## src/include/relay_out_pkg.sv

```systemverilog
// Package with constants and carrier types of the latched relay driver block
package relay_out_pkg;

  // ----------------------------------------------------------------------
  // Sizes
  // ----------------------------------------------------------------------
  localparam int unsigned NUM_CHAN   = 32;
  localparam int unsigned CHAN_AW    = 5;
  localparam int unsigned MOD_AW     = 8;

  // ----------------------------------------------------------------------
  // Timing
  // ----------------------------------------------------------------------
  localparam int unsigned CLK_PERIOD_PS    = 10000;
  // Host silence tolerated before the outputs are dropped
  localparam int unsigned WDOG_TIME_US     = 1000;
  localparam int unsigned WDOG_CYCLES      = (WDOG_TIME_US * 1000000) / CLK_PERIOD_PS;
  // Driver and latch must agree within this time, else a fault
  localparam int unsigned MISMATCH_TIME_NS = 1000;
  localparam int unsigned MISMATCH_CYCLES  =
    (MISMATCH_TIME_NS * 1000 + CLK_PERIOD_PS - 1) / CLK_PERIOD_PS;
  localparam int unsigned MISMATCH_CW      = 8;

  // ----------------------------------------------------------------------
  // Reset values
  // ----------------------------------------------------------------------
  localparam logic [NUM_CHAN-1:0] LATCH_RST  = 32'h0000_0000;
  localparam logic [NUM_CHAN-1:0] DRV_LVL    = 32'h0000_0000;

  // ----------------------------------------------------------------------
  // Carriers
  // ----------------------------------------------------------------------
  // One host transfer, valid for one cycle while req is high
  typedef struct packed {
    logic              req;
    logic              wr;
    logic [MOD_AW-1:0] mod_addr;
    logic [CHAN_AW-1:0] chan;
    logic              state;
  } host_req_t;

  // Answer to an accepted transfer, one cycle long
  typedef struct packed {
    logic ack;
    logic rd;
    logic state;
  } host_rsp_t;

  // Health summary
  typedef enum logic [1:0] {
    LINK_RUN  = 2'b00,
    LINK_LOST = 2'b01
  } link_state_t;

endpackage : relay_out_pkg

```

## src/rtl/pin_sync.sv

```systemverilog
// Two-flop synchroniser for the driver read-back pins
`timescale 1ns/10ps
`default_nettype none

module pin_sync (
  // Clock and control
  input  wire logic                             i_ref_clk,
  input  wire logic                             i_reset,
  input  wire logic                             i_ce,
  // Asynchronous pins in, synchronous copy out
  input  wire logic [relay_out_pkg::NUM_CHAN-1:0] i_pin,
  output logic      [relay_out_pkg::NUM_CHAN-1:0] o_sync
);

  logic [relay_out_pkg::NUM_CHAN-1:0] meta_r;
  logic [relay_out_pkg::NUM_CHAN-1:0] meta_nxt;
  logic [relay_out_pkg::NUM_CHAN-1:0] sync_r;
  logic [relay_out_pkg::NUM_CHAN-1:0] sync_nxt;

  // First stage feeds only the second; pins idle high when not pulled
  always_comb begin
    meta_nxt = meta_r;
    sync_nxt = sync_r;
    if (i_ce) begin
      meta_nxt = i_pin;
      sync_nxt = meta_r;
    end
  end

  always_ff @(posedge i_ref_clk) begin
    if (i_reset) begin
      meta_r <= ~relay_out_pkg::DRV_LVL;
      sync_r <= ~relay_out_pkg::DRV_LVL;
    end else begin
      meta_r <= meta_nxt;
      sync_r <= sync_nxt;
    end
  end

  assign o_sync = sync_r;

endmodule : pin_sync

`default_nettype wire

```

## src/rtl/relay_driver_outputs.sv

```systemverilog
// Latched 32-channel open-drain relay driver with read-back and watchdog
`timescale 1ns/10ps
`default_nettype none

module relay_driver_outputs #(
  parameter int unsigned WDOG_CYCLES = relay_out_pkg::WDOG_CYCLES
) (
  // Clock, reset, enable
  input  wire logic                               i_ref_clk,
  input  wire logic                               i_reset,
  input  wire logic                               i_ce,
  // Slot address of this module, quasi-static
  input  wire logic [relay_out_pkg::MOD_AW-1:0]   i_slot_addr,
  // Host transfer and answer
  input  wire relay_out_pkg::host_req_t           i_host_req,
  output relay_out_pkg::host_rsp_t                o_host_rsp,
  // Open-drain channel pins
  input  wire logic [relay_out_pkg::NUM_CHAN-1:0] i_drv_pin,
  output logic      [relay_out_pkg::NUM_CHAN-1:0] o_drv_o,
  output logic      [relay_out_pkg::NUM_CHAN-1:0] o_drv_oe_n,
  // Relay board power and health
  output logic                                    o_relay_pwr_en,
  output logic                                    o_comm_lost,
  output logic                                    o_fault
);

  // ----------------------------------------------------------------------
  // Helpers
  // ----------------------------------------------------------------------
  // One-hot mask for a channel number
  function automatic logic [relay_out_pkg::NUM_CHAN-1:0] chan_mask(
    input logic [relay_out_pkg::CHAN_AW-1:0] chan
  );
    logic [relay_out_pkg::NUM_CHAN-1:0] m;
    m = '0;
    m[chan] = 1'b1;
    return m;
  endfunction : chan_mask

  // Pick one channel's bit out of a vector
  function automatic logic chan_bit(
    input logic [relay_out_pkg::NUM_CHAN-1:0] vec,
    input logic [relay_out_pkg::CHAN_AW-1:0]  chan
  );
    return |(vec & chan_mask(chan));
  endfunction : chan_bit

  // ----------------------------------------------------------------------
  // Read-back synchroniser
  // ----------------------------------------------------------------------
  logic [relay_out_pkg::NUM_CHAN-1:0] pin_sync_lvl;
  logic [relay_out_pkg::NUM_CHAN-1:0] drv_on;

  pin_sync u_pin_sync (
    .i_ref_clk (i_ref_clk),
    .i_reset   (i_reset),
    .i_ce      (i_ce),
    .i_pin     (i_drv_pin),
    .o_sync    (pin_sync_lvl)
  );

  // A channel whose pin is pulled low is a driver that conducts
  assign drv_on = ~pin_sync_lvl;

  // ----------------------------------------------------------------------
  // Host access decode
  // ----------------------------------------------------------------------
  logic hit;
  logic hit_wr;
  logic hit_rd;

  // Only transfers naming this slot count; others are ignored silently
  assign hit    = i_host_req.req && (i_host_req.mod_addr == i_slot_addr);
  assign hit_wr = hit && i_host_req.wr;
  assign hit_rd = hit && !i_host_req.wr;

  // ----------------------------------------------------------------------
  // Watchdog and link state
  // ----------------------------------------------------------------------
  relay_out_pkg::link_state_t link_r;
  relay_out_pkg::link_state_t link_nxt;
  logic [31:0]                wdog_r;
  logic [31:0]                wdog_nxt;
  logic                       lost_r;
  logic                       lost_nxt;

  // Any valid access restarts the count and revives a lost link
  always_comb begin
    link_nxt = link_r;
    wdog_nxt = wdog_r;
    lost_nxt = lost_r;
    if (i_ce) begin
      case (link_r)
        relay_out_pkg::LINK_RUN: begin
          if (hit) begin
            wdog_nxt = '0;
          end else if (wdog_r >= 32'(WDOG_CYCLES - 1)) begin
            link_nxt = relay_out_pkg::LINK_LOST;
            wdog_nxt = '0;
          end else begin
            wdog_nxt = wdog_r + 32'h0000_0001;
          end
        end
        relay_out_pkg::LINK_LOST: begin
          if (hit) begin
            link_nxt = relay_out_pkg::LINK_RUN;
            wdog_nxt = '0;
          end
        end
        default: begin
          link_nxt = relay_out_pkg::LINK_LOST;
          wdog_nxt = '0;
        end
      endcase
      // Own flop for the lost flag, so the pin never sees decode glitches
      lost_nxt = (link_nxt == relay_out_pkg::LINK_LOST);
    end
  end

  always_ff @(posedge i_ref_clk) begin
    if (i_reset) begin
      link_r <= relay_out_pkg::LINK_RUN;
      wdog_r <= '0;
      lost_r <= 1'b0;
    end else begin
      link_r <= link_nxt;
      wdog_r <= wdog_nxt;
      lost_r <= lost_nxt;
    end
  end

  // ----------------------------------------------------------------------
  // Channel latches and open-drain drivers
  // ----------------------------------------------------------------------
  // The enable register is the latch itself, stored inverted: a low enable
  // pulls the coil line to the driven low level, energizing the relay.
  logic [relay_out_pkg::NUM_CHAN-1:0] oe_n_r;
  logic [relay_out_pkg::NUM_CHAN-1:0] oe_n_nxt;
  logic [relay_out_pkg::NUM_CHAN-1:0] latch;
  logic [relay_out_pkg::NUM_CHAN-1:0] drv_o_r;
  logic [relay_out_pkg::NUM_CHAN-1:0] drv_o_nxt;

  assign latch = ~oe_n_r;

  // A write in the expiry cycle restarts the watchdog and is taken, and a write to a lost
  // link revives it and is latched at once; channels are forced off only in cycles without an access
  always_comb begin
    oe_n_nxt  = oe_n_r;
    drv_o_nxt = relay_out_pkg::DRV_LVL;
    if (i_ce) begin
      if (link_nxt == relay_out_pkg::LINK_LOST) begin
        oe_n_nxt = ~relay_out_pkg::LATCH_RST;
      end else if (hit_wr) begin
        // Only the addressed channel changes, the rest hold
        if (i_host_req.state) begin
          oe_n_nxt = oe_n_r & ~chan_mask(i_host_req.chan);
        end else begin
          oe_n_nxt = oe_n_r | chan_mask(i_host_req.chan);
        end
      end
    end
  end

  always_ff @(posedge i_ref_clk) begin
    if (i_reset) begin
      oe_n_r  <= ~relay_out_pkg::LATCH_RST;
      drv_o_r <= relay_out_pkg::DRV_LVL;
    end else begin
      oe_n_r  <= oe_n_nxt;
      drv_o_r <= drv_o_nxt;
    end
  end

  // ----------------------------------------------------------------------
  // Driver fault detection
  // ----------------------------------------------------------------------
  // A mismatch shorter than the filter is the normal pin and sync lag
  logic                                  mismatch;
  logic [relay_out_pkg::MISMATCH_CW-1:0] mis_cnt_r;
  logic [relay_out_pkg::MISMATCH_CW-1:0] mis_cnt_nxt;
  logic                                  fault_r;
  logic                                  fault_nxt;

  assign mismatch = |(latch ^ drv_on);

  // Fault is sticky until reset; only a restart clears a burnt driver
  always_comb begin
    mis_cnt_nxt = mis_cnt_r;
    fault_nxt   = fault_r;
    if (i_ce) begin
      if (!mismatch) begin
        mis_cnt_nxt = '0;
      end else if (mis_cnt_r >=
                   relay_out_pkg::MISMATCH_CW'(relay_out_pkg::MISMATCH_CYCLES - 1)) begin
        fault_nxt = 1'b1;
      end else begin
        mis_cnt_nxt = mis_cnt_r + relay_out_pkg::MISMATCH_CW'(1);
      end
    end
  end

  always_ff @(posedge i_ref_clk) begin
    if (i_reset) begin
      mis_cnt_r <= '0;
      fault_r   <= 1'b0;
    end else begin
      mis_cnt_r <= mis_cnt_nxt;
      fault_r   <= fault_nxt;
    end
  end

  // ----------------------------------------------------------------------
  // Relay board power
  // ----------------------------------------------------------------------
  logic pwr_r;
  logic pwr_nxt;

  // Power returns on its own once the link revives and no fault stands
  always_comb begin
    pwr_nxt = pwr_r;
    if (i_ce) begin
      pwr_nxt = (link_nxt == relay_out_pkg::LINK_RUN) && !fault_nxt;
    end
  end

  always_ff @(posedge i_ref_clk) begin
    if (i_reset) begin
      pwr_r <= 1'b0;
    end else begin
      pwr_r <= pwr_nxt;
    end
  end

  // ----------------------------------------------------------------------
  // Host answer
  // ----------------------------------------------------------------------
  relay_out_pkg::host_rsp_t rsp_r;
  relay_out_pkg::host_rsp_t rsp_nxt;

  // One-cycle answer the edge after an accepted transfer; a read returns
  // the driver as seen on the pin so the host can compare it
  always_comb begin
    rsp_nxt = rsp_r;
    if (i_ce) begin
      rsp_nxt.ack   = hit;
      rsp_nxt.rd    = hit_rd;
      rsp_nxt.state = hit_rd && chan_bit(drv_on, i_host_req.chan);
    end
  end

  always_ff @(posedge i_ref_clk) begin
    if (i_reset) begin
      rsp_r <= '0;
    end else begin
      rsp_r <= rsp_nxt;
    end
  end

  // ----------------------------------------------------------------------
  // Outputs
  // ----------------------------------------------------------------------
  assign o_host_rsp     = rsp_r;
  assign o_drv_o        = drv_o_r;
  assign o_drv_oe_n     = oe_n_r;
  assign o_relay_pwr_en = pwr_r;
  assign o_comm_lost    = lost_r;
  assign o_fault        = fault_r;

endmodule : relay_driver_outputs

`default_nettype wire

```

## config.mk

```make
export PLATFORM = sky130hd
export DESIGN_NAME = relay_driver_outputs
export DESIGN_NICKNAME = d
export VERILOG_FILES = /design/src/include/relay_out_pkg.sv /design/src/rtl/pin_sync.sv /design/src/rtl/relay_driver_outputs.sv
export SDC_FILE = /design/constraint.sdc
export NUM_CORES = 1
export LEC_CHECK = 0
export ABC_AREA = 1
export BUFFER_PORTS_ARGS = -buffer_cell sky130_fd_sc_hd__buf_2
export CAP_MARGIN = 40
export CORE_ASPECT_RATIO = 0.9
export CORE_MARGIN = 2
export CORE_UTILIZATION = 51
export CTS_CLUSTER_SIZE = 12
export DETAILED_ROUTE_END_ITERATION = 10
export PLACE_DENSITY = 0.82
export REMOVE_ABC_BUFFERS = 1
export SLEW_MARGIN = 20
export SYNTH_ARGS = -nofsm -noshare
export SYNTH_HDL_FRONTEND = slang
export SYNTH_SLANG_ARGS = --single-unit
```

## constraint.sdc

```tcl
create_clock -name i_ref_clk -period 1.55 [get_ports i_ref_clk]
set_input_delay 0.31 -clock i_ref_clk [delete_from_list [all_inputs] [get_ports i_ref_clk]]
set_output_delay 0.31 -clock i_ref_clk [all_outputs]
set_load 0.01 [all_outputs]
```

## Word-level counts from Yosys, hierarchy flattened

Cells that the tools add are included.

- Latch bits: 0
- Register bits: 144
- Logic and storage cells: 67
- Bits in writable memories: 0
- Output and inout port bits: 70
- ROM bits: 0
- Memories: 0
- Bits of input ports: 59

- Reduce and logical (&&, ||, !) cells: 16
- Shift operators: 0
- Mux-type cells: 20
- Bitwise logic cells: 7
- Order comparisons: 4
- Equality and inequality tests: 6
- Divide/modulo/power cells: 0
- Add/subtract/negate cells: 2
- Multipliers: 0

Operators with widths:

| cell | number |
|---|---|
| $mux W32 | 6 |
| $not A32 Y32 | 3 |
| $and A32 B32 Y32 | 2 |
| $pmux W32 S2 | 1 |
| $reduce_or A32 Y1 | 2 |
| $add A32 B1 Y32 const B | 1 |
| $ge A32 B17 Y1 const B | 1 |
| $or A32 B32 Y32 | 1 |
| $xor A32 B32 Y32 | 1 |
| $mux W8 | 2 |
| $mux W2 | 5 |
| $add A8 B1 Y8 const B | 1 |
| $eq A8 B8 Y1 | 1 |
| $ge A8 B7 Y1 const B | 1 |
| $eq A2 B1 Y1 const B | 3 |
| $logic_and A1 B1 Y1 | 6 |
| $lt A5 B6 Y1 const B | 1 |
| $reduce_and A2 Y1 | 3 |
| $demux W1 S5 | 1 |
| $ge A5 B1 Y1 const B | 1 |
| $logic_not A2 Y1 | 2 |
| $mux W1 | 4 |
| $ne A2 B2 Y1 const B | 2 |
| $pmux W2 S2 | 1 |
| 2 further kinds | 3 |

## Logic depth before layout (Yosys ltp)

- Depth in word-level cells: 9
- Depth in mapped cells: 15
- Depth with buffers taken out: 15

## Cells and area by module

From an unflattened synthesis, not the netlist that was laid out.

- Cells, all modules: 1,198
- Area, all modules: 7,659.8 µm²

Modules (own cells, without submodules):

| module | area each (µm²) | seq. area each (µm²) | cells each | instances |
|---|---|---|---|---|
| relay_driver_outputs | 5,420.2 | 1,601.5 | 921 | 1 |
| pin_sync | 2,239.6 | 1,281.2 | 277 | 1 |

## Worst setup path before layout

Ideal clock, no wire load.

- Kind: flip-flop to flip-flop
- From: register wdog_r[0]
- To: register oe_n_r, in the netlist o_drv_oe_n[18]
- Data required time: 1.438 ns
- Setup time: 0.112 ns
- Arrival time: 1.528 ns
- Slack: -0.091 ns
- Clock period less this slack: 1.641 ns
- Stages on the path, launching flop included: 15
- Path buffers: 2
- Cells stage by stage: dfxtp_1 > ha_1 > nand2_1 > o21ai_0 > nand2_1 > nand2_1 > nand2_1 > nand2_1 > nand3_2 > buf_6 > buf_6 > nand3_2 > nand2_1 > clkinv_1 > nand2_1

- Longest elaborated chain between the ends: 9
- Elaborated cells between the ends (all ways): 10
- Classes of those cells: 1 x order compare; 1 x eq/ne; 6 x mux; 2 x reduce/logical

Ends and longest elaborated chain:

| element | line | text |
|---|---|---|
| start, declared | relay_driver_outputs.sv:82 | `logic [31:0] wdog_r;` |
| start signal, assigned | relay_driver_outputs.sv:127 | `wdog_r <= wdog_nxt;` |
| $ge A32 B17 Y1 * | relay_driver_outputs.sv:97 | `end else if (wdog_r >= 32'(WDOG_CYCLES - 1)) begin` |
| $mux W2 * | relay_driver_outputs.sv:97 |  |
| $mux W2 * | relay_driver_outputs.sv:95 | `if (hit) begin` |
| $pmux W2 S2 * | relay_driver_outputs.sv:93 | `case (link_r)` |
| $mux W2 * (2 in a row) | relay_driver_outputs.sv:92 | `if (i_ce) begin` |
| $eq A2 B1 Y1 * | relay_driver_outputs.sv:151 | `if (link_nxt == relay_out_pkg::LINK_LOST) begin` |
| $reduce_bool A2 Y1 (no source line) | -- |  |
| $reduce_and A2 Y1 (no source line) | -- |  |
| end signal, assigned | relay_driver_outputs.sv:166 | `oe_n_r <= ~relay_out_pkg::LATCH_RST;` |
| end signal, assigned | relay_driver_outputs.sv:169 | `oe_n_r <= oe_n_nxt;` |
| end, declared | relay_driver_outputs.sv:137 | `logic [relay_out_pkg::NUM_CHAN-1:0] oe_n_r;` |

Mark *: on every way between the ends. The rest lies on a longest branch, timed or not. The select of a mux whose other input is x is not followed.
A chain may end at the register's enable or synchronous reset.

## Final worst setup path

- From: register wdog_r[0]
- To: register oe_n_r, in the netlist o_drv_oe_n[24]

Same word-level chain as after synthesis.

==> impl_metrics.yaml <==
setup_path:
  path_class: "flop to flop"
  start_kind: "flop"
  crit_path_end_kind: "flop"
  crit_required_ns: 1.88
  cp.arrival_ns: 2.27
  crit_fanout: 17
clock_tree:
  path_clk_slew_ns: 0.07
  clockBufferDepth: 2
  cts-root-buf: "clkbuf_16"
  clock_sinks: 144
  h-tree-depth: 4
  cts_buffers: 17
  cts_hold_buf: 0
  clk_latency_ns: 0.44
  tritoncts: "built"
yosys:
  syn_area_um2: 7537
  synth_adder_area_share_pct: 0.3320
  ys.flop_type: "dfxtp_1"
  synthTopCellsByCount: "nand2_1, dfxtp_1, inv_1, nor2_1, o21ai_0"
  synth_compound_area_share_pct: 9.562
  yosys.area.top_type: "dfxtp_1"
  synthSimpleGateAreaFrac_pct: 34.45
  ys_seq_area_share_pct: 38.25
  synth_mux_area_share_pct: 0
  netlist_instances: 1162
  synth_cell_type_count: 34
  avgSynthCellArea_um2: 6.486
  netlist_top_cells_area: "dfxtp_1, nand2_1, inv_1"
  ys_seq_elements: 144
  yosys.area_share.xor_xnor_pct: 3.602
  synth.most_common_cell: "nand2_1"
  synth.top_cell.area_share_pct: 38.25
  synth_top_family_by_area: "simple AND/OR/NAND/NOR gates"
  synth-edff-count: 0
  yosysWarningCount: 0
  async_reset_ff_share_pct: 0
sta:
  setup_viol: 62
  tightest_slew_ns: 0.5433
  rsz0062_at_grt: "true"
  timing.fmax_mhz: 515.3
  period_share_pct: 125.2
  slew_viol_final: 0
  min_period_ns: 1.941
  slew-limit-headroom_pct: 63.50
  skew_ns: 0.01583
  layout_setup_ws_ns: -0.3907
  holdWs_ns: 0.07768
  hold_violations: 0
run_status:
  status: "finished with violations"
  failed_checks: "DRC, setup timing"
global_route:
  grt_use_total_pct: 28.82
  grt-ovfl-total: 0
  grt_most_used_layer: "met2"
  use_met3_pct: 6.939
  antenna_found_initial: 1
  grt_max_degree: 56
  grt_pass1_vias: 7753
  met1_usage_pct: 34.87
  grt_first_pass_wirelength_mm: 36.45
  grt_use_met2_pct: 47.69
route:
  ant_nets: 0
  firstDrtPassIters: 10
  drc_errors: 1
  drt_iter0_drc: 1301
  dr_total_vias: 8820
  wl_per_cell_um: 16.96
  routed_via_density: 5.537
  wl_mm: 27.01
place:
  dp_slack_ns: -0.2295
  gp_congestion: 0.9266
  dp_hpwl_mm: 14.30
  placedCellCount: 1546
  portBuffers: 96
  dpl_cell_area_um2: 9012
cells_and_area:
  design_area_um2: 10320
  final_util_pct: 70.92
  multi_input_area_um2: 4150
  finalNonFillerCells: 1593
  layout-drive-gt1-share_pct: 29.48
  nNetsFinal: 1442
  register_area_um2: 2900
  area.growth.synth_to_final_pct: 36.97
  fillCellCount: 1056
floorplanning:
  dieWidth_um: 132.1
  io_pins: 129
  dieArea_um2: 15770
  core_area_um2: 14560
  rows: 42
  initial_utilization_pct: 51.78
  die_h_um: 119.3
pwr:
  leakagePower_nw: 5.161
  power.density_nw_per_um2: 895.7
  ir_worst_vdd_mv: 0.8759
hold_path:
  hold_class: "primary input to flop"
run:
  maxCapViolCount: 0
==> stage by stage <==
stage	total power [mW]	TNS (ns)
floorplan	4.422	-33.92
global placement	4.848	-7.558
detailed placement	4.877	-8.717
CTS	9.081	-3.177
global route	9.508	-19.32
finish	9.247	-15.80
==> report_power, final <==
part	switching (mW)	total [mW]	internal, mW	leakage [nW]
Clock	1.72	4.30	2.57	0.289
Combinational	0.626	1.02	0.392	3.69
Sequential	0.0946	3.93	3.84	1.18
==> cell families after synthesis <==
family	count (synthesis)
buffers and inverters	221
flip-flops	144
AO/OA/AOI/OAI	142
adder cells (fa/ha/maj)	2
AND/OR/NAND/NOR	621
other	1
XOR/XNOR	31
==> cells in the final DEF, fill, tap and decap left out, types with 2 or more instances in the layout <==
| cell type | count |
|---|---|
| a21oi_1 | 45 |
| a21oi_2 | 3 |
| buf_12 | 9 |
| buf_16 | 4 |
| buf_2 | 95 |
| buf_4 | 134 |
| buf_6 | 5 |
| bufinv_16 | 3 |
| clkbuf_16 | 19 |
| clkinv_1 | 9 |
| clkinv_2 | 3 |
| clkinv_4 | 4 |
| clkinvlp_4 | 3 |
| conb_1 | 32 |
| dfxtp_1 | 130 |
| dfxtp_2 | 14 |
| inv_1 | 117 |
| inv_2 | 12 |
| inv_4 | 2 |
| nand2_1 | 348 |
| nand2_2 | 34 |
| nand2_4 | 20 |
| nand2_8 | 2 |
| nand3_1 | 68 |
| nand3_2 | 11 |
| nand3_4 | 2 |
| nand4_1 | 15 |
| nor2_1 | 77 |
| nor2_2 | 14 |
| nor2_4 | 3 |
| nor3_1 | 19 |
| nor3_2 | 2 |
| nor3_4 | 2 |
| nor4_2 | 2 |
| o21ai_0 | 85 |
| o21ai_1 | 3 |
| o21ai_2 | 2 |
| xnor2_1 | 24 |
| xor2_1 | 6 |
==> registers in the layout, summed over array words and instances (netlist names) <==
signal	flops
o_host_rsp	3
u_pin_sync.meta_r	32
wdog_r	32
link_r	2
o_relay_pwr_en	1
o_fault	1
u_pin_sync.o_sync	32
o_comm_lost	1
o_drv_oe_n	32
mis_cnt_r	8
==> routing by layer <==
metal  vias up  wire, um
met2       711     12050
met4         0      2034
li1       4005         -
met3       235      3164
met1      3869      9760
met5         -         0
==> worst max-delay path, stage by stage, from the launching register on <==
cell and delay, ns:
dfxtp_2 0.37, ha_4 0.16, nand2_2 0.06, o21ai_1 0.12, nand2_1 0.07, nand2_1 0.11
nand2_2 0.08, nand2_4 0.10, nand3_4 0.14, buf_6 0.22, nand3_2 0.09, nand2_1 0.13
clkinv_1 0.11, nand2_1 0.06
==> cell type report <==
class / count / area share [%]
Clock inverter: 13 / 1.576
Multi-Input combinational cell: 828 / 40.20
Sequential cell: 144 / 28.09
Timing Repair Buffer: 249 / 18.19
Tap cell: 198 / 2.400
Clock buffer: 19 / 4.290
Inverter: 141 / 5.224
Antenna cell: 1 / 0.02424
==> repair_timing <==
action | in CTS | in global routing
gates resized for setup | 41 | 110
setup buffers | 4 | 5
pin swaps | 12 | 50
cloned | 5 | 2
setup endpoints to repair | 53 | 59
==> path summary, 6_finish.rpt <==
kind / start / endpoint / slack [ns] / depth (start not counted)
hold reg to reg: wdog_r[22] / wdog_r[22] / 0.45 / 2
setup / recovery: wdog_r[0] / o_drv_oe_n[24] / -0.39 / 13
hold / removal: i_drv_pin[20] / u_pin_sync.meta_r[20] / 0.08 / 3
setup reg to reg: wdog_r[0] / o_drv_oe_n[24] / -0.39 / 13
(Power assumes the default switching activity.)
